==> src/rtl/atm_pkg.sv <==
// shared types and constants for the bus stall watchdog
package atm_pkg;

    // ------------------------------------------------------------
    // bus encodings
    // ------------------------------------------------------------
    localparam logic [1:0] TRANS_IDLE   = 2'h0;  // no transfer
    localparam logic [1:0] TRANS_BUSY   = 2'h1;  // burst pause
    localparam logic [1:0] TRANS_NONSEQ = 2'h2;  // first beat or single
    localparam logic [1:0] TRANS_SEQ    = 2'h3;  // later burst beat
    localparam logic       RESP_OKAY    = 1'b0;  // good answer
    localparam logic       RESP_ERROR   = 1'b1;  // error answer

    // ------------------------------------------------------------
    // stall limit: default and legal range
    // ------------------------------------------------------------
    localparam int LIMIT_DEFAULT = 16;           // wait cycles before expiry
    localparam int LIMIT_MIN     = 2;            // smallest legal limit
    localparam int LIMIT_MAX     = 1024;         // largest legal limit
    localparam int COUNT_W       = 11;           // holds 0..LIMIT_MAX

    // ------------------------------------------------------------
    // reset values
    // ------------------------------------------------------------
    localparam logic [COUNT_W-1:0] COUNT_RST = 11'h000;  // counter at reset
    localparam logic               FLAG_RST  = 1'b0;     // flag at reset
    localparam logic               DPH_RST   = 1'b0;     // no data phase

    // address-phase bundle, same on both sides
    typedef struct packed {
        logic [31:0] addr;      // transfer address
        logic [1:0]  trans;     // transfer type
        logic        write;     // 1 for write
        logic [2:0]  size;      // transfer size
        logic [2:0]  burst;     // burst kind
        logic [3:0]  prot;      // protection bits
        logic        mastlock;  // locked sequence
    } atm_req_t;

    // watchdog states
    typedef enum logic [1:0] {
        ST_PASS,    // transparent
        ST_ERR1,    // error, first cycle (not ready)
        ST_ERR2,    // error, second cycle (ready)
        ST_BLOCK    // slave cut off, idle answers okay
    } atm_state_t;

endpackage

==> src/rtl/atm_stall_monitor.sv <==
// inline stall watchdog between bus masters and one slave
`timescale 1ns/1ps
// Contract
// [RULE1] sits before one slave, transparent when healthy
// [RULE2] count slave waits, error after limit exceeded
// [RULE3] after expiry, further accesses errored, not forwarded
// [RULE4] unblock once slave completes the stalled transfer
// [RULE5] mask remaining burst beats before going transparent
// [RULE6] build-time limit, legal 2 to 1024, default 16
// [RULE7] expiry flag high until slave ready returns
// [RULE8] error takes two cycles: wait, then ready
module atm_stall_monitor #(
    parameter int timeout_cycle_limit = atm_pkg::LIMIT_DEFAULT  // wait cycles tolerated
) (
    input  wire logic             clock_in,               // bus clock, 25 MHz
    input  wire logic             rstn_in,                // synchronous reset, low active
    // master side
    input  wire logic             hsel_s_in,              // slave selected
    input  wire atm_pkg::atm_req_t req_s_in,              // address phase from master
    input  wire logic             hready_s_in,            // bus ready seen by all
    input  wire logic [31:0]      hwdata_s_in,            // write data
    output logic                  hreadyout_s_out,        // ready toward master
    output logic                  hresp_s_out,            // response toward master
    output logic [31:0]           hrdata_s_out,           // read data toward master
    // slave side
    output logic                  hsel_m_out,             // select to slave
    output atm_pkg::atm_req_t     req_m_out,              // address phase to slave
    output logic                  hready_m_out,           // ready input of slave
    output logic [31:0]           hwdata_m_out,           // write data to slave
    input  wire logic             hreadyout_m_in,         // slave ready
    input  wire logic             hresp_m_in,             // slave response
    input  wire logic [31:0]      hrdata_m_in,            // slave read data
    // event
    output logic                  stall_expired_flag_out  // stall detected, slave not done
);

    // ------------------------------------------------------------
    // limit as counter value
    // ------------------------------------------------------------
    localparam logic [atm_pkg::COUNT_W-1:0] LIMIT_CNT =
        atm_pkg::COUNT_W'(timeout_cycle_limit);  // [RULE6]

    // ------------------------------------------------------------
    // state
    // ------------------------------------------------------------
    atm_pkg::atm_state_t          state_q, state_d;  // watchdog state
    logic [atm_pkg::COUNT_W-1:0]  count_q, count_d;  // wait cycle count
    logic                         dph_q, dph_d;      // slave transfer in data phase
    logic                         flag_q, flag_d;    // expiry seen, slave still stalled

    logic access_in;  // active address phase taken this cycle
    logic cont_in;    // master continuing a burst
    logic stall_hit;  // wait count went past the limit

    // true when an address phase carries a real transfer
    function automatic logic is_active(input logic [1:0] trans);
        is_active = trans[1];
    endfunction

    // ------------------------------------------------------------
    // decode of the master's address phase
    // ------------------------------------------------------------
    always_comb begin
        access_in = hsel_s_in && hready_s_in && is_active(req_s_in.trans);
        // busy or seq means the burst is still running
        cont_in   = hsel_s_in && (req_s_in.trans == atm_pkg::TRANS_SEQ ||
                                  req_s_in.trans == atm_pkg::TRANS_BUSY);
        // more than limit wait cycles: this is the one past the limit
        stall_hit = (state_q == atm_pkg::ST_PASS) && dph_q && !hreadyout_m_in &&
                    (count_q == LIMIT_CNT);  // [RULE2]
    end

    // ------------------------------------------------------------
    // next state, counter and flag
    // ------------------------------------------------------------
    always_comb begin
        state_d = state_q;
        count_d = count_q;
        dph_d   = dph_q;
        flag_d  = flag_q;
        case (state_q)
            atm_pkg::ST_PASS: begin
                if (stall_hit) begin
                    state_d = atm_pkg::ST_ERR1;  // [RULE2]
                    count_d = atm_pkg::COUNT_RST;
                    dph_d   = 1'b0;
                end else if (dph_q && !hreadyout_m_in) begin
                    count_d = count_q + 11'h001;  // one more wait cycle
                end else begin
                    count_d = atm_pkg::COUNT_RST;
                end
                // track data phase only while the bus advances
                if (!stall_hit && hready_s_in) begin
                    dph_d = hsel_s_in && is_active(req_s_in.trans);
                end
            end
            atm_pkg::ST_ERR1: begin
                state_d = atm_pkg::ST_ERR2;  // [RULE8]
            end
            atm_pkg::ST_ERR2, atm_pkg::ST_BLOCK: begin
                if (access_in) begin
                    state_d = atm_pkg::ST_ERR1;  // [RULE3] [RULE5]
                end else if (!flag_q && !cont_in) begin
                    // slave done and no burst beats left to swallow
                    state_d = atm_pkg::ST_PASS;  // [RULE4] [RULE5]
                end else begin
                    state_d = atm_pkg::ST_BLOCK;
                end
            end
            default: begin
                state_d = atm_pkg::ST_PASS;
            end
        endcase
        // flag rises on expiry, falls when the slave finally answers
        if (stall_hit) begin
            flag_d = 1'b1;  // [RULE7]
        end else if (hreadyout_m_in) begin
            flag_d = 1'b0;  // [RULE7]
        end
    end

    // register stage, synchronous reset
    always_ff @(posedge clock_in) begin
        if (!rstn_in) begin
            state_q <= atm_pkg::ST_PASS;
            count_q <= atm_pkg::COUNT_RST;
            dph_q   <= atm_pkg::DPH_RST;
            flag_q  <= atm_pkg::FLAG_RST;
        end else begin
            state_q <= state_d;
            count_q <= count_d;
            dph_q   <= dph_d;
            flag_q  <= flag_d;
        end
    end

    // ------------------------------------------------------------
    // path muxing: transparent or cut off
    // ------------------------------------------------------------
    always_comb begin
        hsel_m_out   = hsel_s_in;
        req_m_out    = req_s_in;
        hwdata_m_out = hwdata_s_in;
        hrdata_s_out = hrdata_m_in;
        case (state_q)
            atm_pkg::ST_PASS: begin
                hready_m_out    = hready_s_in;     // [RULE1]
                hreadyout_s_out = hreadyout_m_in;  // [RULE1]
                hresp_s_out     = hresp_m_in;      // [RULE1]
            end
            atm_pkg::ST_ERR1: begin
                hready_m_out    = hreadyout_m_in;
                hreadyout_s_out = 1'b0;            // [RULE8]
                hresp_s_out     = atm_pkg::RESP_ERROR;
            end
            atm_pkg::ST_ERR2: begin
                hready_m_out    = hreadyout_m_in;
                hreadyout_s_out = 1'b1;            // [RULE8]
                hresp_s_out     = atm_pkg::RESP_ERROR;
            end
            default: begin
                hready_m_out    = hreadyout_m_in;
                hreadyout_s_out = 1'b1;
                hresp_s_out     = atm_pkg::RESP_OKAY;
            end
        endcase
        // while cut off the slave only sees idle, and its own ready so
        // that the stalled transfer can still finish on its side
        if (state_q != atm_pkg::ST_PASS) begin
            hsel_m_out      = 1'b0;                  // [RULE3]
            req_m_out.trans = atm_pkg::TRANS_IDLE;   // [RULE3] [RULE5]
        end
        stall_expired_flag_out = flag_q;             // [RULE7]
    end

    // ------------------------------------------------------------
    // checks
    // ------------------------------------------------------------
    chk_limit_legal: assert property (@(posedge clock_in) disable iff (!rstn_in) // [RULE6]
        timeout_cycle_limit >= atm_pkg::LIMIT_MIN && timeout_cycle_limit <= atm_pkg::LIMIT_MAX)
        else $error("stall limit outside legal range");

    chk_pass_transparent: assert property (@(posedge clock_in) disable iff (!rstn_in) // [RULE1]
        state_q == atm_pkg::ST_PASS |->
            req_m_out == req_s_in && hreadyout_s_out == hreadyout_m_in &&
            hresp_s_out == hresp_m_in)
        else $error("transparent path altered");

    chk_count_bound: assert property (@(posedge clock_in) disable iff (!rstn_in) // [RULE2]
        count_q <= LIMIT_CNT)
        else $error("wait count ran past the limit");

    chk_expiry_error: assert property (@(posedge clock_in) disable iff (!rstn_in) // [RULE2]
        (state_q == atm_pkg::ST_PASS && dph_q && !hreadyout_m_in && count_q == LIMIT_CNT) |=>
            (!hreadyout_s_out && hresp_s_out) ##1 (hreadyout_s_out && hresp_s_out))
        else $error("expired stall not answered with error");

    chk_block_masks: assert property (@(posedge clock_in) disable iff (!rstn_in) // [RULE3]
        state_q != atm_pkg::ST_PASS |-> !hsel_m_out &&
            req_m_out.trans == atm_pkg::TRANS_IDLE)
        else $error("access leaked to slave while blocked");

    chk_access_errored: assert property (@(posedge clock_in) disable iff (!rstn_in) // [RULE3]
        (state_q inside {atm_pkg::ST_ERR2, atm_pkg::ST_BLOCK} && access_in) |=>
            !hreadyout_s_out && hresp_s_out)
        else $error("blocked access not errored");

    chk_unblock: assert property (@(posedge clock_in) disable iff (!rstn_in) // [RULE4]
        (state_q == atm_pkg::ST_BLOCK && !flag_q && !hsel_s_in) |=>
            state_q == atm_pkg::ST_PASS)
        else $error("monitor did not become transparent");

    chk_burst_drain: assert property (@(posedge clock_in) disable iff (!rstn_in) // [RULE5]
        (state_q != atm_pkg::ST_PASS && hsel_s_in &&
         req_s_in.trans == atm_pkg::TRANS_BUSY) |=> state_q != atm_pkg::ST_PASS)
        else $error("went transparent inside a burst");

    chk_flag_holds: assert property (@(posedge clock_in) disable iff (!rstn_in) // [RULE7]
        (stall_expired_flag_out && !hreadyout_m_in) |=> stall_expired_flag_out)
        else $error("expiry flag dropped before slave ready");

    chk_flag_clears: assert property (@(posedge clock_in) disable iff (!rstn_in) // [RULE7]
        $fell(stall_expired_flag_out) |-> $past(hreadyout_m_in))
        else $error("expiry flag fell without slave ready");

    chk_err_pair: assert property (@(posedge clock_in) disable iff (!rstn_in) // [RULE8]
        (hresp_s_out && !hreadyout_s_out && state_q != atm_pkg::ST_PASS) |=>
            hresp_s_out && hreadyout_s_out)
        else $error("error answer not two cycles");

endmodule
==> config.mk <==
export PLATFORM = sky130hd
export DESIGN_NAME = atm_stall_monitor
export DESIGN_NICKNAME = d
export VERILOG_FILES = /design/src/rtl/atm_pkg.sv /design/src/rtl/atm_stall_monitor.sv
export SDC_FILE = /design/constraint.sdc
export NUM_CORES = 1
export LEC_CHECK = 0
export BUFFER_PORTS_ARGS = -buffer_cell sky130_fd_sc_hd__buf_2
export CORE_AREA = 2 2 89 91
export CTS_BUF_LIST = sky130_fd_sc_hd__clkbuf_8
export DETAILED_ROUTE_END_ITERATION = 7
export DIE_AREA = 0 0 91 93
export PLACE_DENSITY = 0.6
export SYNTH_ARGS = -nofsm -noshare
export SYNTH_HDL_FRONTEND = slang
export SYNTH_SLANG_ARGS = --single-unit
==> constraint.sdc <==
create_clock -name clock_in -period 2.2 [get_ports clock_in]
set_clock_uncertainty 0.05 [all_clocks]
set_input_delay 0.22 -clock clock_in [delete_from_list [all_inputs] [get_ports clock_in]]
set_output_delay 0.22 -clock clock_in [all_outputs]
set_load 0.005 [all_outputs]
== After elaboration in Yosys (flattened, before gate mapping) ==
Cells that the tools add are included.

* Bits in registers: 15
* Logic and storage cells: 49
* Bits of input ports: 116

* Equality and inequality tests: 7
* Reduce and logical (&&, ||, !) cells: 22
* $add $sub $neg: 1
* Muxes and demuxes: 15

{| class="wikitable"
|+ Operators by type and width
! cell !! count
|-
| $mux 11 || 2
|-
| $add 11x1->11 const B || 1
|-
| $eq 11x5->1 const B || 1
|-
| $logic_and 1x1->1 || 10
|-
| $mux 2 || 4
|-
| $eq 2x2->1 const B || 3
|-
| $mux 1 || 6
|-
| $pmux 2 s3 || 1
|-
| $reduce_bool 2->1 || 3
|-
| $eq 2x1->1 const B || 2
|-
| $logic_not 1->1 || 4
|-
| $pmux 1 s2 || 2
|-
| $reduce_or 2->1 || 2
|-
| $logic_not 2->1 || 1
|-
| $ne 2x2->1 const B || 1
|-
| $reduce_and 2->1 || 1
|-
| $logic_or 1x1->1 || 1
|}

== Logic depth before layout (Yosys ltp) ==
Gate-level depths: netlist of the first run.

* Depth after elaboration: 8
* Depth in mapped cells: 8
* Gate-level depth less buffers: 6

== Least setup slack after synthesis of the first run ==
No wires, ideal clock.

* Path type: register -> register
* Start point: register state_q[1]
* End point: register count_q[10] (netlist bit)
* Cell stages (with the launch flop): 8
* Data arrival time: 1630 ps
* Path slack: 458 ps
* Buffers on the path: 1
* Cell sequence: dfxtp_1 -> inv_1 -> ha_1 -> clkbuf_2 -> nand3b_2 -> a31o_2 -> or4_1 -> nand3_1

* Longest elaborated chain between the ends: 5

{| class="wikitable"
|+ Ends and longest elaborated chain
! what !! RTL line !! text
|-
| start: declaration || atm_stall_monitor.sv:46 || <nowiki>atm_pkg::atm_state_t state_q, state_d;</nowiki>
|-
| start signal: assignment || atm_stall_monitor.sv:125 || <nowiki>state_q <= atm_pkg::ST_PASS;</nowiki>
|-
| start signal: assignment || atm_stall_monitor.sv:130 || <nowiki>state_q <= state_d;</nowiki>
|-
| $logic_not 2->1 * || atm_stall_monitor.sv:69, atm_stall_monitor.sv:81 ||
|-
| $logic_and 1x1->1 (3 in a row) || atm_stall_monitor.sv:69 || <nowiki>stall_hit = (state_q == atm_pkg::ST_PASS) && dph_q && !hreadyout_m_in &&</nowiki>
|-
| $mux 11 || atm_stall_monitor.sv:83 || <nowiki>if (stall_hit) begin</nowiki>
|-
| end signal: assignment || atm_stall_monitor.sv:126 || <nowiki>count_q <= atm_pkg::COUNT_RST;</nowiki>
|-
| end signal: assignment || atm_stall_monitor.sv:131 || <nowiki>count_q <= count_d;</nowiki>
|-
| end: declaration || atm_stall_monitor.sv:47 || <nowiki>logic [atm_pkg::COUNT_W-1:0] count_q, count_d;</nowiki>
|}

Every way passes the cells marked *; elsewhere a longest branch is shown, timed or not.
A chain may end at the register's enable or synchronous reset.

== Worst setup path in the final report of the first run ==
* Start point: register count_q[0] (netlist bit)
* End point: register count_q[7] (netlist bit)

* Longest elaborated chain between the ends: 3

{| class="wikitable"
|+ Ends and longest elaborated chain
! what !! RTL line
|-
| $add 11x1->11 or $eq 11x5->1 (tied branches) || atm_stall_monitor.sv:88, atm_stall_monitor.sv:70
|-
| $mux 11 or $logic_and 1x1->1 (tied branches) || atm_stall_monitor.sv:87, atm_stall_monitor.sv:69
|-
| $mux 11 * || atm_stall_monitor.sv:83
|}

Marked as above.

==> results.json, run 1 <==
{
  "cts-hold-fix-buffers": 0,
  "worstPathArrival_ns": 2.08,
  "synth-async-reset-ratio": 0,
  "gp_congestion": 0.824,
  "first_global_vias": 966,
  "grt_max_degree": 16,
  "die_h_um": 93,
  "start_util": 0.237,
  "syn_area_per_cell_um2": 7.91,
  "crit_slowest_cell": "a31oi_1",
  "final_cell_mix": "dfxtp_1, buf_2, nand3_1",
  "die_w_um": 91,
  "syn_inst": 226,
  "dr_total_vias": 1038,
  "maxSlewViolCount": 0,
  "hold_viol_final": 0,
  "syn-num-nets": 347,
  "synthFlopType": "dfxtp_1",
  "setup_viol": 0,
  "min_period_ns": 1.94,
  "max_stage_delay_ns": 0.51,
  "antenna_found_initial": 0,
  "grt_pass1_wl_um": 4730,
  "clk_latency_ns": 0.25,
  "yosys_warnings": 0,
  "synth_top_cell_by_area": "buf_4",
  "cts_sinks": 15,
  "hp-class": "input port to flop",
  "power.density_mw_per_mm2": 559,
  "routed_wl_um": 2960,
  "wl_per_cell_um": 12.6,
  "crit_top_cell": "a21oi_1",
  "place_ws_ns": 0.310,
  "status": "finished, final reports clean",
  "fin_cells": 236,
  "cp_max_fo": 7,
  "rsz0062_at_grt": "no",
  "port_buffers": 14,
  "htree_levels": 1,
  "path_cells": "inv_1 -> ha_1 -> nor4b_4 -> a31oi_1 -> buf_4 -> a21oi_1 -> a21oi_1",
  "io_pins": 231,
  "post-dp-hpwl_um": 2120,
  "final_util": 0.162,
  "peakVddDrop_v": 0.000125,
  "drtAntennaViolNets": 0,
  "dr.pass1.iters": 4,
  "viasPerCell": 4.40,
  "drt-initial-drc-count": 51,
  "synthSimpleGateAreaFrac": 0.203,
  "worstSetupPathType": "flop to flop",
  "fin_crit_sh": 0.880,
  "synth.area.mux_share": 0.00560,
  "worst_slew_pin_slew_ns": 0.579,
  "diodes": 0,
  "fp.dieArea_mm2": 0.00846,
  "p_leak_nw": 0.456,
  "nets": 256,
  "synthTopCellsByArea": "buf_4, dfxtp_1, nand3_1",
  "cts_inserted_buffers": 3,
  "mostFrequentLayoutCell": "dfxtp_1",
  "yosysUniqueCellTypes": 39,
  "fin_tns_setup_ns": 0,
  "relSlewSlack": 0.613,
  "grt.overflow.total": 0,
  "synth_area_mm2": 0.00179,
  "ys_ff_latch": 15,
  "synth_top_family_by_area": "buffers and inverters",
  "drive_above_1_share": 0.201,
  "cts_setup_buffers": 0,
  "rows": 32,
  "cts_root_buf": "clkbuf_8",
  "dp_cells": 232,
  "syn_to_final_growth_pct": -31.9,
  "synthAdderAreaFrac": 0.0350,
  "ctsResizeCount": 0,
  "critical_path.startpoint_type": "flop",
  "synth_top_area_frac": 0.454,
  "max_freq_ghz": 0.517,
  "cts_tree": "done",
  "synth_xor_area_frac": 0,
  "cp_data_required_time_ns": 2.34,
  "clkTransAtPathRegs_ns": 0.06,
  "cp-end-kind": "flop",
  "fin_ws_ns": 0.264,
  "core_mm2": 0.00753,
  "grt_usage": 0.0685,
  "synth_compound_area_frac": 0.108,
  "synth_seq_area_share": 0.168,
  "cts_buffer_depth": 2,
  "synth_edf_count": 0,
  "max-cap-violations": 0,
  "drc": 0
}
[registers in the layout (all words and copies together), names as in the netlist]
register	count
stall_expired_flag_out	1
count_q	11
dph_q	1
state_q	2
[cells in the mapped netlist, types with 3 or more instances]
master / count
nand2_1: 8
a211oi_1: 3
ha_1: 5
nand4_1: 3
and3_1: 3
inv_1: 6
a21oi_1: 7
buf_4: 108
nor2_1: 8
dfxtp_1: 15
a31oi_1: 4
nand4b_1: 4
o21ai_0: 7
nand3_1: 13
and2_1: 3
[cell families after synthesis]
logic type                 after synthesis
buffers and inverters                  120
and+or+nand+nor                         55
muxes                                    1
DFF                                     15
adders and majority gates                5
AOI/OAI and AO/OA                       30
[routing by layer]
metal / vias to the layer above / global-route usage / routed length, um
met4: 0 / 0.0720 / 280
met2: 49 / 0.0920 / 1130
met1: 469 / 0.0733 / 1190
met3: 44 / 0.0363 / 371
li1: 476 / - / -
met5: - / 0 / 0
[report_power, final]
part           leakage [nW]  switching, mW  internal, mW  total [mW]
Clock                0.0269          0.102         0.124       0.226
Combinational         0.308         0.0965        0.0691       0.166
Sequential            0.121        0.00898         0.279       0.288
Total                 0.456          0.207         0.472       0.679
[per-stage QoR]
step	hold WS (ns)	power [mW]	instance area, um^2
CTS	0.235	0.686	1220
detailed placement	0.390	0.461	1170
finish	0.236	0.679	1220
global placement	0.390	0.458	1170
floorplan	0.308	0.555	1790
global route	0.263	0.718	1220
[critical path, delay by kind of cell, from the launching register on]
family	cells	cell delay (ns)
adders and majority gates	1	0.21
buffers and inverters	2	0.36
DFF	1	0.39
and+or+nand+nor	1	0.15
AOI/OAI and AO/OA	3	0.71
[cell type report]
cell class | instances | area [um^2]
clock buffer | 3 | 41.3
clock inverter | 1 | 3.75
fill | 876 | 6310
inverter | 8 | 30.0
multi-input combinational | 91 | 628
sequential | 15 | 300
tap | 102 | 128
timing repair buffer | 16 | 85.1
[final timing paths]
path,startpoint,end,slack (ns),depth (start not counted)
worst max-delay path,count_q[0],count_q[7],0.26,7
worst min-delay path,hreadyout_m_in,stall_expired_flag_out,0.24,3
worst max register to register,count_q[0],count_q[7],0.26,7
worst min register to register,stall_expired_flag_out,stall_expired_flag_out,0.47,2
Power figures use the tool's default switching activity.
==> inputs of run 2 (changes only) <==
--- a/config.mk
+++ b/config.mk
@@ -6,11 +6,11 @@
 export NUM_CORES = 1
 export LEC_CHECK = 0
 export BUFFER_PORTS_ARGS = -buffer_cell sky130_fd_sc_hd__buf_2
-export CORE_AREA = 2 2 89 91
+export CORE_AREA = 5 5 87 89
 export CTS_BUF_LIST = sky130_fd_sc_hd__clkbuf_8
 export DETAILED_ROUTE_END_ITERATION = 7
-export DIE_AREA = 0 0 91 93
-export PLACE_DENSITY = 0.6
+export DIE_AREA = 0 0 92 94
+export PLACE_DENSITY = 0.67
 export SYNTH_ARGS = -nofsm -noshare
 export SYNTH_HDL_FRONTEND = slang
 export SYNTH_SLANG_ARGS = --single-unit
==> results.json, run 2 (synthesis results as in run 1) <==
{
  "wl_per_cell_um": 15.2,
  "fin_cells": 214,
  "r2r_end": "count_q[10]",
  "timing.rr.start": "state_q[1]",
  "max_freq_ghz": 0.564,
  "worst_slew_pin_slew_ns": 0.402,
  "maxSlewViolCount": 0,
  "cp-end-kind": "flop",
  "fin_tns_setup_ns": 0,
  "max_stage_delay_ns": 0.47,
  "critical_path.startpoint_type": "flop",
  "drc": 0,
  "startpoint": "state_q[1]",
  "clkTransAtPathRegs_ns": 0.06,
  "htree_levels": 1,
  "cts_setup_buffers": 0,
  "rows": 30,
  "gp_congestion": 0.820,
  "fin_crit_sh": 0.806,
  "routed_wl_um": 3260,
  "hp-class": "input port to flop",
  "switching_share": 0.296,
  "hold_viol_final": 0,
  "drt-initial-drc-count": 106,
  "core_mm2": 0.00668,
  "first_global_vias": 994,
  "diodes": 0,
  "drive_above_1_share": 0.209,
  "reg_top3": "count_q (11), state_q (2)",
  "fp.dieArea_mm2": 0.00865,
  "power.density_mw_per_mm2": 566,
  "start_util": 0.267,
  "viasPerCell": 4.92,
  "hold_start": "hreadyout_m_in",
  "mostFrequentLayoutCell": "dfxtp_1",
  "largest_reg_flops": 11,
  "cp_data_required_time_ns": 2.34,
  "fill_cells": 755,
  "worstPathArrival_ns": 1.91,
  "cts_buffer_depth": 2,
  "drtAntennaViolNets": 0,
  "crit_slowest_cell": "or4_1",
  "min_period_ns": 1.77,
  "status": "finished, final reports clean",
  "combPwrFrac": 0.245,
  "post-dp-hpwl_um": 2480,
  "cts_root_buf": "clkbuf_8",
  "dp_cells": 210,
  "final_cell_mix": "dfxtp_1, buf_2, nand3_1",
  "die_h_um": 94,
  "top_register": "count_q",
  "grt_max_degree": 16,
  "nets": 256,
  "clk_latency_ns": 0.25,
  "min_path_cells": 3,
  "relSlewSlack": 0.731,
  "r2r_slack_ns": 0.43,
  "p_switching_uw": 200,
  "cts-hold-fix-buffers": 0,
  "worstSetupPathType": "flop to flop",
  "dr.pass1.iters": 5,
  "cts_inserted_buffers": 3,
  "seq_power_share": 0.428,
  "max-cap-violations": 0,
  "internal-power_uw": 474,
  "io_pins": 231,
  "die_w_um": 92,
  "p_leak_nw": 0.454,
  "peakVddDrop_v": 0.000134,
  "hold_path_end": "stall_expired_flag_out",
  "rsz0062_at_grt": "no",
  "cts_tree": "done",
  "cts_sinks": 15,
  "grt_usage": 0.0758,
  "ctsResizeCount": 0,
  "clkPwrFrac": 0.327,
  "dr_total_vias": 1053,
  "reg2reg_depth": 6,
  "syn_to_final_growth_pct": -33.4,
  "port_buffers": 14,
  "cp_max_fo": 8,
  "cpLargestDelayFamily": "simple AND/OR/NAND/NOR gates",
  "grt_pass1_wl_um": 5220,
  "path_cells": "inv_1 -> ha_1 -> nand3b_2 -> a31o_2 -> or4_1 -> nand3_1",
  "worst-path-buf-inv": 1,
  "setup_viol": 0,
  "grt.overflow.total": 0,
  "antenna_found_initial": 0
}
[run 2: area by class of cell]
class / instances / area [um^2] / share of cell area
clock buffers: 3 / 41.3 / 0.0347
well taps: 80 / 100 / 0.0841
inverters: 8 / 30.0 / 0.0252
repair buffers: 16 / 85.1 / 0.0715
clock inverters: 1 / 5.00 / 0.00421
multi-input cells: 91 / 628 / 0.528
flip-flops and latches: 15 / 300 / 0.252
[run 2: worst max-delay path by stage]
stage	end	depth (start not counted)
after floorplan	count_q[10]	7
after global placement	count_q[10]	6
after detailed placement	count_q[10]	6
after CTS	count_q[9]	6
after global routing	count_q[9]	6
final	count_q[10]	6
[run 2: routing by layer]
metal  part of all wire  track usage
met2               0.44        0.109
met5                  0            0
met3               0.15       0.0481
met4              0.057       0.0644
met1               0.36       0.0759
[run 2: power by group through the flow]
stage / combinational, mW / sequential (mW) / clock, mW
floorplan: 0.263 / 0.292 / 0
global placement: 0.164 / 0.294 / 0
detailed placement: 0.166 / 0.294 / 0
CTS: 0.166 / 0.288 / 0.235
global route: 0.187 / 0.289 / 0.251
finish: 0.165 / 0.288 / 0.220
[run 2: worst reg2reg max path: stages, from the launching register on]
cell	delay, ns
dfxtp_1	0.31
inv_1	0.15
ha_1	0.21
nand3b_2	0.18
a31o_2	0.26
or4_1	0.47
nand3_1	0.09
[run 2: stage by stage]
step | util | hold slack (ns) | instance area [um^2] | setup slack (ns) | power, mW
floorplan | - | 0.308 | 1790 | 0.458 | 0.555
global placement | 0.171 | 0.390 | 1140 | 0.490 | 0.458
detailed placement | 0.171 | 0.390 | 1140 | 0.430 | 0.460
CTS | 0.178 | 0.239 | 1190 | 0.421 | 0.689
global route | 0.178 | 0.268 | 1190 | 0.220 | 0.727
finish | 0.178 | 0.239 | 1190 | 0.427 | 0.674
